$ cat src/rtl/shift_logic_defines.svh
// Purpose: Constants for the shift and logic unit
// Assumes: 8-bit data path
`ifndef SHIFT_LOGIC_DEFINES_SVH
`define SHIFT_LOGIC_DEFINES_SVH
`define SLU_DATA_W       8
`define SLU_MSB          7
`define SLU_NIB_HI       7:4
`define SLU_NIB_LO       3:0
`define SLU_ACC_RST      8'h00
`define SLU_FLAG_RST     4'h0
`define SLU_LATENCY      1
`endif

$ cat src/rtl/shift_logic_pkg.sv
// Purpose: Types for the shift and logic unit
// Assumes: Opcodes come from the core's decoder
// Notes:   One-hot free encoding of operations
package shift_logic_pkg;
	typedef enum logic [4:0] {
		OP_NONE      = 5'h00,
		OP_SR_ACC    = 5'h01,
		OP_SRC_ACC   = 5'h02,
		OP_SR_MEM    = 5'h03,
		OP_SRC_MEM   = 5'h04,
		OP_SL_ACC    = 5'h05,
		OP_SLC_ACC   = 5'h06,
		OP_SL_MEM    = 5'h07,
		OP_SLC_MEM   = 5'h08,
		OP_SWAP_ACC  = 5'h09,
		OP_AND_ACC_I = 5'h0A,
		OP_AND_ACC_M = 5'h0B,
		OP_AND_MEM   = 5'h0C,
		OP_OR_ACC_I  = 5'h0D,
		OP_OR_ACC_M  = 5'h0E,
		OP_OR_MEM    = 5'h0F,
		OP_XOR_ACC_I = 5'h10,
		OP_XOR_IO    = 5'h11
	} slu_op_t;

	typedef struct packed {
		logic zero;
		logic carry;
		logic halfFlag;
		logic signedFlowFlag;
	} slu_flags_t;

	typedef struct packed {
		logic       valid;
		slu_op_t    op;
		logic [7:0] operand;
	} slu_req_t;

	typedef struct packed {
		logic       accWrite;
		logic       memWrite;
		logic       ioWrite;
		logic [7:0] data;
	} slu_res_t;
endpackage

$ cat src/rtl/slu_shifter.sv
// Purpose: One-place shift or rotate of a byte
// Assumes: Purely combinational
// Notes:   Rotate goes through the carry input
`timescale 1ns/1ps
`include "shift_logic_defines.svh"
module slu_shifter
	import shift_logic_pkg::*;
#(
	parameter int DATA_W = `SLU_DATA_W
)(
	input  wire logic [DATA_W-1:0] dataIn,
	input  wire logic              leftDir,
	input  wire logic              throughCarry,
	input  wire logic              carryIn,
	output logic      [DATA_W-1:0] dataOut,
	output logic                   carryOut
);
	initial
	begin
		if (DATA_W < 2)
			$error("slu_shifter: DATA_W too small");
	end

	logic fillBit;
	assign fillBit = throughCarry ? carryIn : 1'b0;

	always_comb
	begin
		if (leftDir)
		begin
			dataOut  = {dataIn[DATA_W-2:0], fillBit};
			carryOut = dataIn[DATA_W-1];
		end
		else
		begin
			dataOut  = {fillBit, dataIn[DATA_W-1:1]};
			carryOut = dataIn[0];
		end
	end
endmodule

$ cat src/rtl/slu_logic.sv
// Purpose: Bitwise AND, OR, XOR and nibble swap
// Assumes: Purely combinational
// Notes:   Zero test always computed, used only by logic ops
`timescale 1ns/1ps
`include "shift_logic_defines.svh"
module slu_logic
	import shift_logic_pkg::*;
#(
	parameter int DATA_W = `SLU_DATA_W
)(
	input  wire logic [DATA_W-1:0] opA,
	input  wire logic [DATA_W-1:0] opB,
	input  wire logic [1:0]        func,
	output logic      [DATA_W-1:0] result,
	output logic                   isZero
);
	initial
	begin
		if (DATA_W != 8)
			$error("slu_logic: nibble swap needs DATA_W of 8");
	end

	always_comb
	begin
		unique case (func)
			2'h0: result = opA & opB;
			2'h1: result = opA | opB;
			2'h2: result = opA ^ opB;
			2'h3: result = {opA[`SLU_NIB_LO], opA[`SLU_NIB_HI]};
		endcase
	end

	assign isZero = (result == '0);
endmodule

$ cat src/rtl/shift_logic_unit.sv
// Purpose: Shift, rotate, swap and logic unit of the core
// Assumes: Decoder presents one request per cycle with operands
// Notes:   Result and flags appear one cycle after the request
//
// Summary of operation
// - Right shift working register, zero fill, carry
// - Right rotate working register through carry
// - Right shift memory byte, zero fill, carry
// - Right rotate memory byte through carry
// - Left shift working register, zero fill, carry
// - Left rotate working register through carry
// - Left shift memory byte, zero fill, carry
// - Left rotate memory byte through carry
// - Swap nibbles of working register, no flags
// - AND immediate into working register, zero flag
// - AND memory into working register, zero flag
// - AND working register into memory, zero flag
// - OR immediate into working register, zero flag
// - OR memory into working register, zero flag
// - OR working register into memory, zero flag
// - XOR immediate into working register, zero flag
// - XOR working register into I/O register
`timescale 1ns/1ps
`include "shift_logic_defines.svh"
module shift_logic_unit
	import shift_logic_pkg::*;
#(
	parameter int DATA_W = `SLU_DATA_W
)(
	input  wire logic              sys_clk,
	input  wire logic              rst_n,
	input  wire slu_req_t          req,
	input  wire logic [DATA_W-1:0] memData,
	input  wire logic [DATA_W-1:0] ioData,
	input  wire slu_flags_t        flagsIn,
	output slu_flags_t             flagsOut,
	output logic [DATA_W-1:0]      working_register,
	output slu_res_t               result,
	output logic                   done
);
	initial
	begin
		if (DATA_W != 8)
			$error("shift_logic_unit: only an 8-bit path is supported");
	end

	// Flags come from flagsIn on every request; flags_reg only registers the updated copy
	slu_flags_t        flags_reg;
	slu_flags_t        flags_next;
	logic [DATA_W-1:0] acc_reg;
	logic [DATA_W-1:0] acc_next;
	slu_res_t          res_reg;
	slu_res_t          res_next;
	logic              done_reg;

	logic [DATA_W-1:0] shiftIn;
	logic              shiftLeft;
	logic              shiftRot;
	logic [DATA_W-1:0] shiftOut;
	logic              shiftCarry;
	logic [DATA_W-1:0] logicB;
	logic [1:0]        logicFunc;
	logic [DATA_W-1:0] logicOut;
	logic              logicZero;

	function automatic logic isMemShift(input slu_op_t op);
		return op inside {OP_SR_MEM, OP_SRC_MEM, OP_SL_MEM, OP_SLC_MEM};
	endfunction

	// Operand and direction selection for the shifter
	always_comb
	begin
		shiftIn   = isMemShift(req.op) ? memData : acc_reg;
		shiftLeft = req.op inside {OP_SL_ACC, OP_SLC_ACC, OP_SL_MEM, OP_SLC_MEM};
		shiftRot  = req.op inside {OP_SRC_ACC, OP_SRC_MEM, OP_SLC_ACC, OP_SLC_MEM};
	end

	slu_shifter #(
		.DATA_W       (DATA_W)
	) u_shifter (
		.dataIn       (shiftIn),
		.leftDir      (shiftLeft),
		.throughCarry (shiftRot),
		.carryIn      (flagsIn.carry),
		.dataOut      (shiftOut),
		.carryOut     (shiftCarry)
	);

	// Second operand and function for the logic block
	always_comb
	begin
		logicB    = memData;
		logicFunc = 2'h0;
		unique case (req.op)
			OP_AND_ACC_I, OP_OR_ACC_I, OP_XOR_ACC_I:
				logicB = req.operand;
			OP_XOR_IO:
				logicB = ioData;
			default:
				logicB = memData;
		endcase
		unique case (req.op)
			OP_OR_ACC_I, OP_OR_ACC_M, OP_OR_MEM:
				logicFunc = 2'h1;
			OP_XOR_ACC_I, OP_XOR_IO:
				logicFunc = 2'h2;
			OP_SWAP_ACC:
				logicFunc = 2'h3;
			default:
				logicFunc = 2'h0;
		endcase
	end

	slu_logic #(
		.DATA_W (DATA_W)
	) u_logic (
		.opA    (acc_reg),
		.opB    (logicB),
		.func   (logicFunc),
		.result (logicOut),
		.isZero (logicZero)
	);

	// Result routing and flag updates
	always_comb
	begin
		acc_next   = acc_reg;
		flags_next = flagsIn;
		res_next   = '0;
		if (req.valid)
		begin
			unique case (req.op)
				OP_SR_ACC, OP_SL_ACC:
				begin
					acc_next         = shiftOut;
					flags_next.carry = shiftCarry;
				end
				OP_SRC_ACC, OP_SLC_ACC:
				begin
					acc_next         = shiftOut;
					flags_next.carry = shiftCarry;
				end
				OP_SR_MEM, OP_SL_MEM:
				begin
					res_next.memWrite = 1'b1;
					res_next.data     = shiftOut;
					flags_next.carry  = shiftCarry;
				end
				OP_SRC_MEM, OP_SLC_MEM:
				begin
					res_next.memWrite = 1'b1;
					res_next.data     = shiftOut;
					flags_next.carry  = shiftCarry;
				end
				OP_SWAP_ACC:
					acc_next = logicOut;
				OP_AND_ACC_I, OP_AND_ACC_M:
				begin
					acc_next        = logicOut;
					flags_next.zero = logicZero;
				end
				OP_AND_MEM:
				begin
					res_next.memWrite = 1'b1;
					res_next.data     = logicOut;
					flags_next.zero   = logicZero;
				end
				OP_OR_ACC_I, OP_OR_ACC_M:
				begin
					acc_next        = logicOut;
					flags_next.zero = logicZero;
				end
				OP_OR_MEM:
				begin
					res_next.memWrite = 1'b1;
					res_next.data     = logicOut;
					flags_next.zero   = logicZero;
				end
				OP_XOR_ACC_I:
				begin
					acc_next        = logicOut;
					flags_next.zero = logicZero;
				end
				OP_XOR_IO:
				begin
					// Flags left alone; the I/O form names no flag effect
					res_next.ioWrite = 1'b1;
					res_next.data    = logicOut;
				end
				default:
				begin
					acc_next   = acc_reg;
					flags_next = flagsIn;
				end
			endcase
			res_next.accWrite = (acc_next != acc_reg) ||
				req.op inside {OP_SR_ACC, OP_SRC_ACC, OP_SL_ACC, OP_SLC_ACC,
				OP_SWAP_ACC, OP_AND_ACC_I, OP_AND_ACC_M, OP_OR_ACC_I,
				OP_OR_ACC_M, OP_XOR_ACC_I};
			if (res_next.accWrite)
				res_next.data = acc_next;
		end
	end

	always_ff @(posedge sys_clk or negedge rst_n)
	begin
		if (!rst_n)
			acc_reg <= `SLU_ACC_RST;
		else
			acc_reg <= acc_next;
	end

	always_ff @(posedge sys_clk or negedge rst_n)
	begin
		if (!rst_n)
			flags_reg <= slu_flags_t'(`SLU_FLAG_RST);
		else if (req.valid)
			flags_reg <= flags_next;
	end

	always_ff @(posedge sys_clk or negedge rst_n)
	begin
		if (!rst_n)
		begin
			res_reg  <= '0;
			done_reg <= 1'b0;
		end
		else
		begin
			res_reg  <= res_next;
			done_reg <= req.valid;
		end
	end

	assign flagsOut         = flags_reg;
	assign working_register = acc_reg;
	assign result           = res_reg;
	assign done             = done_reg;
endmodule

$ cat config.mk
export PLATFORM = sky130hd
export DESIGN_NAME = shift_logic_unit
export DESIGN_NICKNAME = d
export VERILOG_FILES = /design/src/rtl/shift_logic_pkg.sv /design/src/rtl/slu_shifter.sv /design/src/rtl/slu_logic.sv /design/src/rtl/shift_logic_unit.sv
export VERILOG_INCLUDE_DIRS = /design/src /design/src/rtl
export SDC_FILE = /design/constraint.sdc
export NUM_CORES = 1
export LEC_CHECK = 0
export ABC_AREA = 0
export BUFFER_PORTS_ARGS = -buffer_cell sky130_fd_sc_hd__buf_2
export CAP_MARGIN = 20
export CORE_MARGIN = 4
export CORE_UTILIZATION = 59
export DETAILED_ROUTE_END_ITERATION = 10
export HOLD_SLACK_MARGIN = 0.06
export PLACE_DENSITY = 0.87
export SLEW_MARGIN = 20
export SYNTH_ARGS = -nofsm -noshare
export SYNTH_HDL_FRONTEND = slang
export SYNTH_SLANG_ARGS = --single-unit
$ cat constraint.sdc
create_clock -name sys_clk -period 4.6 [get_ports sys_clk]
set_clock_uncertainty 0.15 [all_clocks]
set_input_delay 1.38 -clock sys_clk [delete_from_list [all_inputs] [get_ports sys_clk]]
set_output_delay 1.38 -clock sys_clk [all_outputs]
set_load 0.01 [all_outputs]
# After elaboration in Yosys (flattened, before gate mapping)
# Cells that the tools add are included.
[word_totals]
reg_bits = 24
latchBits = 0
ram_bits = 0
rom_bits = 0
in_bits = 36
out_inout_bits = 24
word_cells = 67
n_memories = 0
[op_classes]
n_addsub = 0
mul = 0
div_mod_pow = 0
magnitude_cmp = 0
eq_ne = 21
shift = 0
n_mux = 16
n_bitwise = 3
n_reduce_logical = 17
[op_table]
columns = ["operator", "count"]
rows = [
  ["$pmux 8 s2", 3],
  ["$eq 5x4->1 const B", 8],
  ["$mux 8", 4],
  ["$pmux 8 s4", 1],
  ["$eq 5x3->1 const B", 4],
  ["$reduce_bool 4->1", 3],
  ["$reduce_or 6->1", 2],
  ["$mux 11", 1],
  ["$eq 5x2->1 const B", 2],
  ["$eq 5x5->1 const B", 2],
  ["$reduce_bool 10->1", 1],
  ["$reduce_or 3->1", 3],
  ["$and 8x8->8", 1],
  ["$logic_not 8->1", 1],
  ["$ne 8x8->1", 1],
  ["$or 8x8->8", 1],
  ["$reduce_or 4->1", 2],
  ["$reduce_or 8->1", 1],
  ["$xor 8x8->8", 1],
  ["$reduce_or 7->1", 1],
  ["$mux 1", 6],
  ["$pmux 2 s3", 1],
  ["$eq 5x1->1 const B", 1],
  ["$eq 2x2->1 const B", 2],
  ["other kinds (4)", 4],
]

# Longest topological paths before layout
[logic_depth]
ltp_word = 11
depth_mapped = 15
depth_no_buf = 13

# Hierarchy
# A second synthesis with hierarchy kept.
[unflattened]
cells_unflattened = 249
hier_area_um2 = 2424.8
[by_module_without_submodules]
columns = ["module", "n_inst", "cells_each", "area_per_inst_um2", "seq_area_each_um2"]
rows = [
  ["shift_logic_unit", 1, 182, 1770.4, 600.6],
  ["slu_logic", 1, 53, 515.5, 0.0],
  ["slu_shifter", 1, 14, 138.9, 0.0],
]

# Worst setup path after synthesis
# OpenSTA, ideal clock, no wires.
[synth_path]
path_type = "input to register"
from = "input port req[12] (netlist name)"
to = "register flags_reg (netlist bit flagsOut[3])"
setup_ps = 66
arrival_ps = 4062
required_ps = 4384
setup_slack_ps = 323
path_stages = 13
n_path_buf = 2
path_cell_list = "buf_2 -> buf_1 -> a21boi_0 -> o32ai_2 -> nor2_1 -> nand2_1 -> and2_1 -> ha_1 -> a32oi_1 -> o211ai_4 -> a221oi_2 -> nor4bb_1 -> a31o_1"
[synth_between]
elab_chain_cells = 7
word_cells_on_any_way = 25
cone_classes = "12 x eq/ne; 4 x mux; 3 x bitwise; 6 x reduce/logical"
[synth_lines]
columns = ["item", "line_no", "text"]
rows = [
  ["from (decl)", "shift_logic_unit.sv:32", "input wire slu_req_t req,"],
  ["$eq 5x4->1, or another cell as far along", "shift_logic_unit.sv:94, shift_logic_unit.sv:102, shift_logic_unit.sv:132", ""],
  ["$reduce_or 3->1, or another cell as far along", "shift_logic_unit.sv:102", "unique case (req.op)"],
  ["$pmux 2 s3 / $pmux 8 s2 (equally long branches)", "shift_logic_unit.sv:102, shift_logic_unit.sv:94", ""],
  ["$eq 2x2->1, or another cell as far along", "slu_logic.sv:25", "unique case (func)"],
  ["$pmux 8 s4", "slu_logic.sv:25", ""],
  ["$logic_not 8->1", "slu_logic.sv:33", "assign isZero = (result == '0);"],
  ["$mux 1 (*)", "shift_logic_unit.sv:132", "unique case (req.op)"],
  ["to (signal assigned)", "shift_logic_unit.sv:216", "flags_reg <= slu_flags_t'(`SLU_FLAG_RST);"],
  ["to (signal assigned)", "shift_logic_unit.sv:218", "flags_reg <= flags_next;"],
  ["to (decl)", "shift_logic_unit.sv:48", "slu_flags_t flags_reg;"],
]
# Every way passes the cells marked *; elsewhere a longest branch is shown, timed or not.
# A chain may end at the register's enable or synchronous reset.

# Worst setup path in the final report
[layout_path]
from = "input port req[9] (netlist name)"
to = "register flags_reg (netlist bit flagsOut[3])"
# The elaborated chain is that of the path after synthesis.

==> impl_metrics.yaml <==
synthesis:
  avgSynthCellArea_um2: 8.582
  async_flop_share_pct: 100.0
  synth-seq-area-share_pct: 24.13
  synth_cell_type_count: 66
  synth_top_flop_cell: "dfrtp_1"
  synth_top_area_cell: "dfrtp_1"
  ys_warn_count: 0
  yosysMostFrequentCell: "nand2_1"
  post_synth_inst_count: 290
  synth_common_cells: "nand2_1 (35), dfrtp_1 (24), nor2_1 (23)"
  synth-edff-count: 0
  synth_top_cell_area_share_pct: 24.13
  synthTopCellsByArea: "dfrtp_1 (24%), ha_1 (8.0%), nand2_1 (5.3%), nor2_1 (3.5%), a221oi_1 (3.2%)"
  synth-seq-cells: 24
  syn_nets: 342
  synth.cell_area_um2: 2489
sta:
  hold_slack_ns: 0.3539
  grt_setup_unrepaired: "false"
  layout_min_cycle_time_ns: 4.222
  final-setup-viol-count: 0
  fin_setup_tns_ns: 0
  period_share_pct: 91.79
  slew_headroom_pct: 35.75
  maxSlewViolCount: 0
  finalHoldViolCount: 0
  max_freq_mhz: 236.8
  tightestPinTransition_ns: 0.9549
clock_network:
  numCtsBuffers: 3
  hold_buffers: 0
  cts_setup_buffers: 0
  cts_tree: "yes"
  clkLatencyLatePin_ns: 0.26
  htreeDepth: 1
  clock_path_buffers: 2
  root_buffer: "clkbuf_8"
  post_cts_resized: 0
  cts_sinks: 24
  clk_pin_slew_ns: 0.08
finish:
  num-fill-cells: 339
  layout.cells.non_filler: 390
  largest_register_ffs: 11
  fin_nets: 394
  area_delta_synth_final_pct: 13.93
  drive_gt1_share_pct: 28.82
  diodes: 0
  ff_latch_area_um2: 600.6
  multi_input_comb_area_um2: 1730
setup_path:
  r2r_slack_ns: 2.24
  worstPathMaxFanout: 13
  cp-start-kind: "input pin"
  critPathKind: "in2reg"
  r2r-start: "working_register[1]$_DFFE_PN0P_"
  cp.arrival_ns: 4.27
  reg2regPathDepth: 7
  endpoint_kind: "flip-flop"
  worstPathRequired_ns: 4.65
  timing.rr.end: "flagsOut[3]$_DFFE_PN0P_"
floorplan:
  dieArea_um2: 5321
  row_count: 23
  coreArea_um2: 4029
  die_w_um: 72.95
  start_util_pct: 61.77
  die_h_um: 72.95
  io_pins: 60
worst_hold_path:
  worstHoldEndpoint: "flagsOut[0]$_DFFE_PN0P_"
  hold_start: "flagsOut[0]$_DFFE_PN0P_"
  min_path_cells: 1
  hp-class: "reg2reg"
placed_design:
  hpwl_um: 6103
  dp.cells: 387
  finalWeightedCongestion: 0.9542
  port_buffers: 59
drt:
  wl_per_cell_um: 19.97
  postRouteAntennaNets: 0
  vias: 2591
  first_pass_iters: 6
  dr.first_iter.drc_count: 261
  viasPerCell: 6.644
  drc_errors: 0
  routed_wl_um: 7788
power:
  p_per_area_nw_per_um2: 220.6
  finalPower_mw: 0.6255
  p_leak_nw: 1.271
  ir_drop_mv: 0.1792
outcome:
  outcome: "completed"
global_routing:
  grt_max_degree: 25
  grt_use_total_pct: 30.07
  grt_pass1_wl_um: 12280
  antenna_found_initial: 0
  grt-ovfl-total: 0
  grt_pass1_vias: 2412
run:
  cap_violations: 0
-- metrics by stage --
step | worst slack, ns | util (%) | cell area, um^2
after global placement | 0.3431 | 69.35 | 2794
final | 0.3779 | 70.37 | 2835
after CTS | 0.4590 | 70.37 | 2835
after floorplan | 0.3228 | - | 2489
after global routing | 0.1714 | 70.37 | 2835
after detailed placement | 0.2017 | 69.35 | 2794
-- cells in the final DEF (no fill, tap or decap), types with 2 or more instances in the layout --
cell type	Yosys	final
mux2i_1	4	4
o21ai_1	8	8
nor2_1	23	23
dfrtp_1	24	24
o22ai_1	3	3
a211oi_1	5	5
a21oi_1	8	8
o211ai_1	7	7
or4b_1	2	2
a221oi_1	9	9
a22oi_1	10	10
clkbuf_8	0	3
o221ai_1	2	2
nand2_1	35	35
nand3b_1	3	3
nand2b_1	5	5
mux2_1	5	5
mux2_2	6	6
o21ai_0	11	11
or2_2	5	5
a221oi_2	3	3
nor2b_1	4	4
o2bb2ai_1	4	4
or4b_4	2	2
buf_4	2	8
inv_1	11	11
a32oi_1	4	4
nor3_1	4	4
o21a_1	2	2
and3_1	2	2
nor4b_1	2	2
and2_1	11	11
buf_2	6	59
ha_1	16	16
-- critical path: stages --
cell      delay, ns
buf_2          0.19
nand3b_1       0.13
a21boi_0       0.24
o32ai_2        0.12
nor2_1         0.42
nand2_1        0.15
and2_1         0.18
ha_1           0.26
a32oi_1        0.27
o211ai_4       0.13
a221oi_2       0.25
nor4bb_1       0.33
a31o_1         0.21
-- power breakdown --
| group | total [mW] | internal [mW] | leakage, nW | switching [mW] |
|---|---|---|---|---|
| clock | 0.118 | 0.0584 | 0.0216 | 0.0600 |
| combinational | 0.250 | 0.101 | 0.934 | 0.150 |
| sequential | 0.257 | 0.231 | 0.316 | 0.0265 |
| total | 0.626 | 0.389 | 1.27 | 0.236 |
-- layer usage --
metal	GRT usage [%]	up-vias	part of all wire, %
li1	-	1185	-
met1	41.85	1227	41
met2	47.49	157	46
met3	5.096	22	10
met4	9.836	0	2.9
met5	0	-	0
-- layout make-up --
class | count | share of cell area [%]
Clock buffer | 3 | 1.456
Tap cell | 50 | 2.207
Multi-Input combinational cell | 234 | 61.03
Inverter | 12 | 1.589
Timing Repair Buffer | 67 | 12.53
Sequential cell | 24 | 21.18
-- worst max-delay path by stage --
stage	startpoint	to	slack, ns
floorplan	req[12]	flagsOut[3]$_DFFE_PN0P_	0.32
global placement	req[9]	result[1]$_DFF_PN0_	0.34
detailed placement	req[9]	flagsOut[3]$_DFFE_PN0P_	0.20
CTS	req[9]	flagsOut[3]$_DFFE_PN0P_	0.46
global route	req[9]	flagsOut[3]$_DFFE_PN0P_	0.17
finish	req[9]	flagsOut[3]$_DFFE_PN0P_	0.38
-- logic make-up (layout without fill, tap and decap cells) --
group	after synthesis	after routing	share of synthesized area (%)
adder cells (fa/ha/maj)	16	16	8.044
AO/OA/AOI/OAI	93	93	29.36
multiplexers	17	17	8.044
buffers and inverters	32	82	6.335
XOR/XNOR	2	2	1.006
flip-flops	24	24	24.13
AND/OR/NAND/NOR	106	106	23.08
No activity file was read; power rests on OpenSTA's default activity.
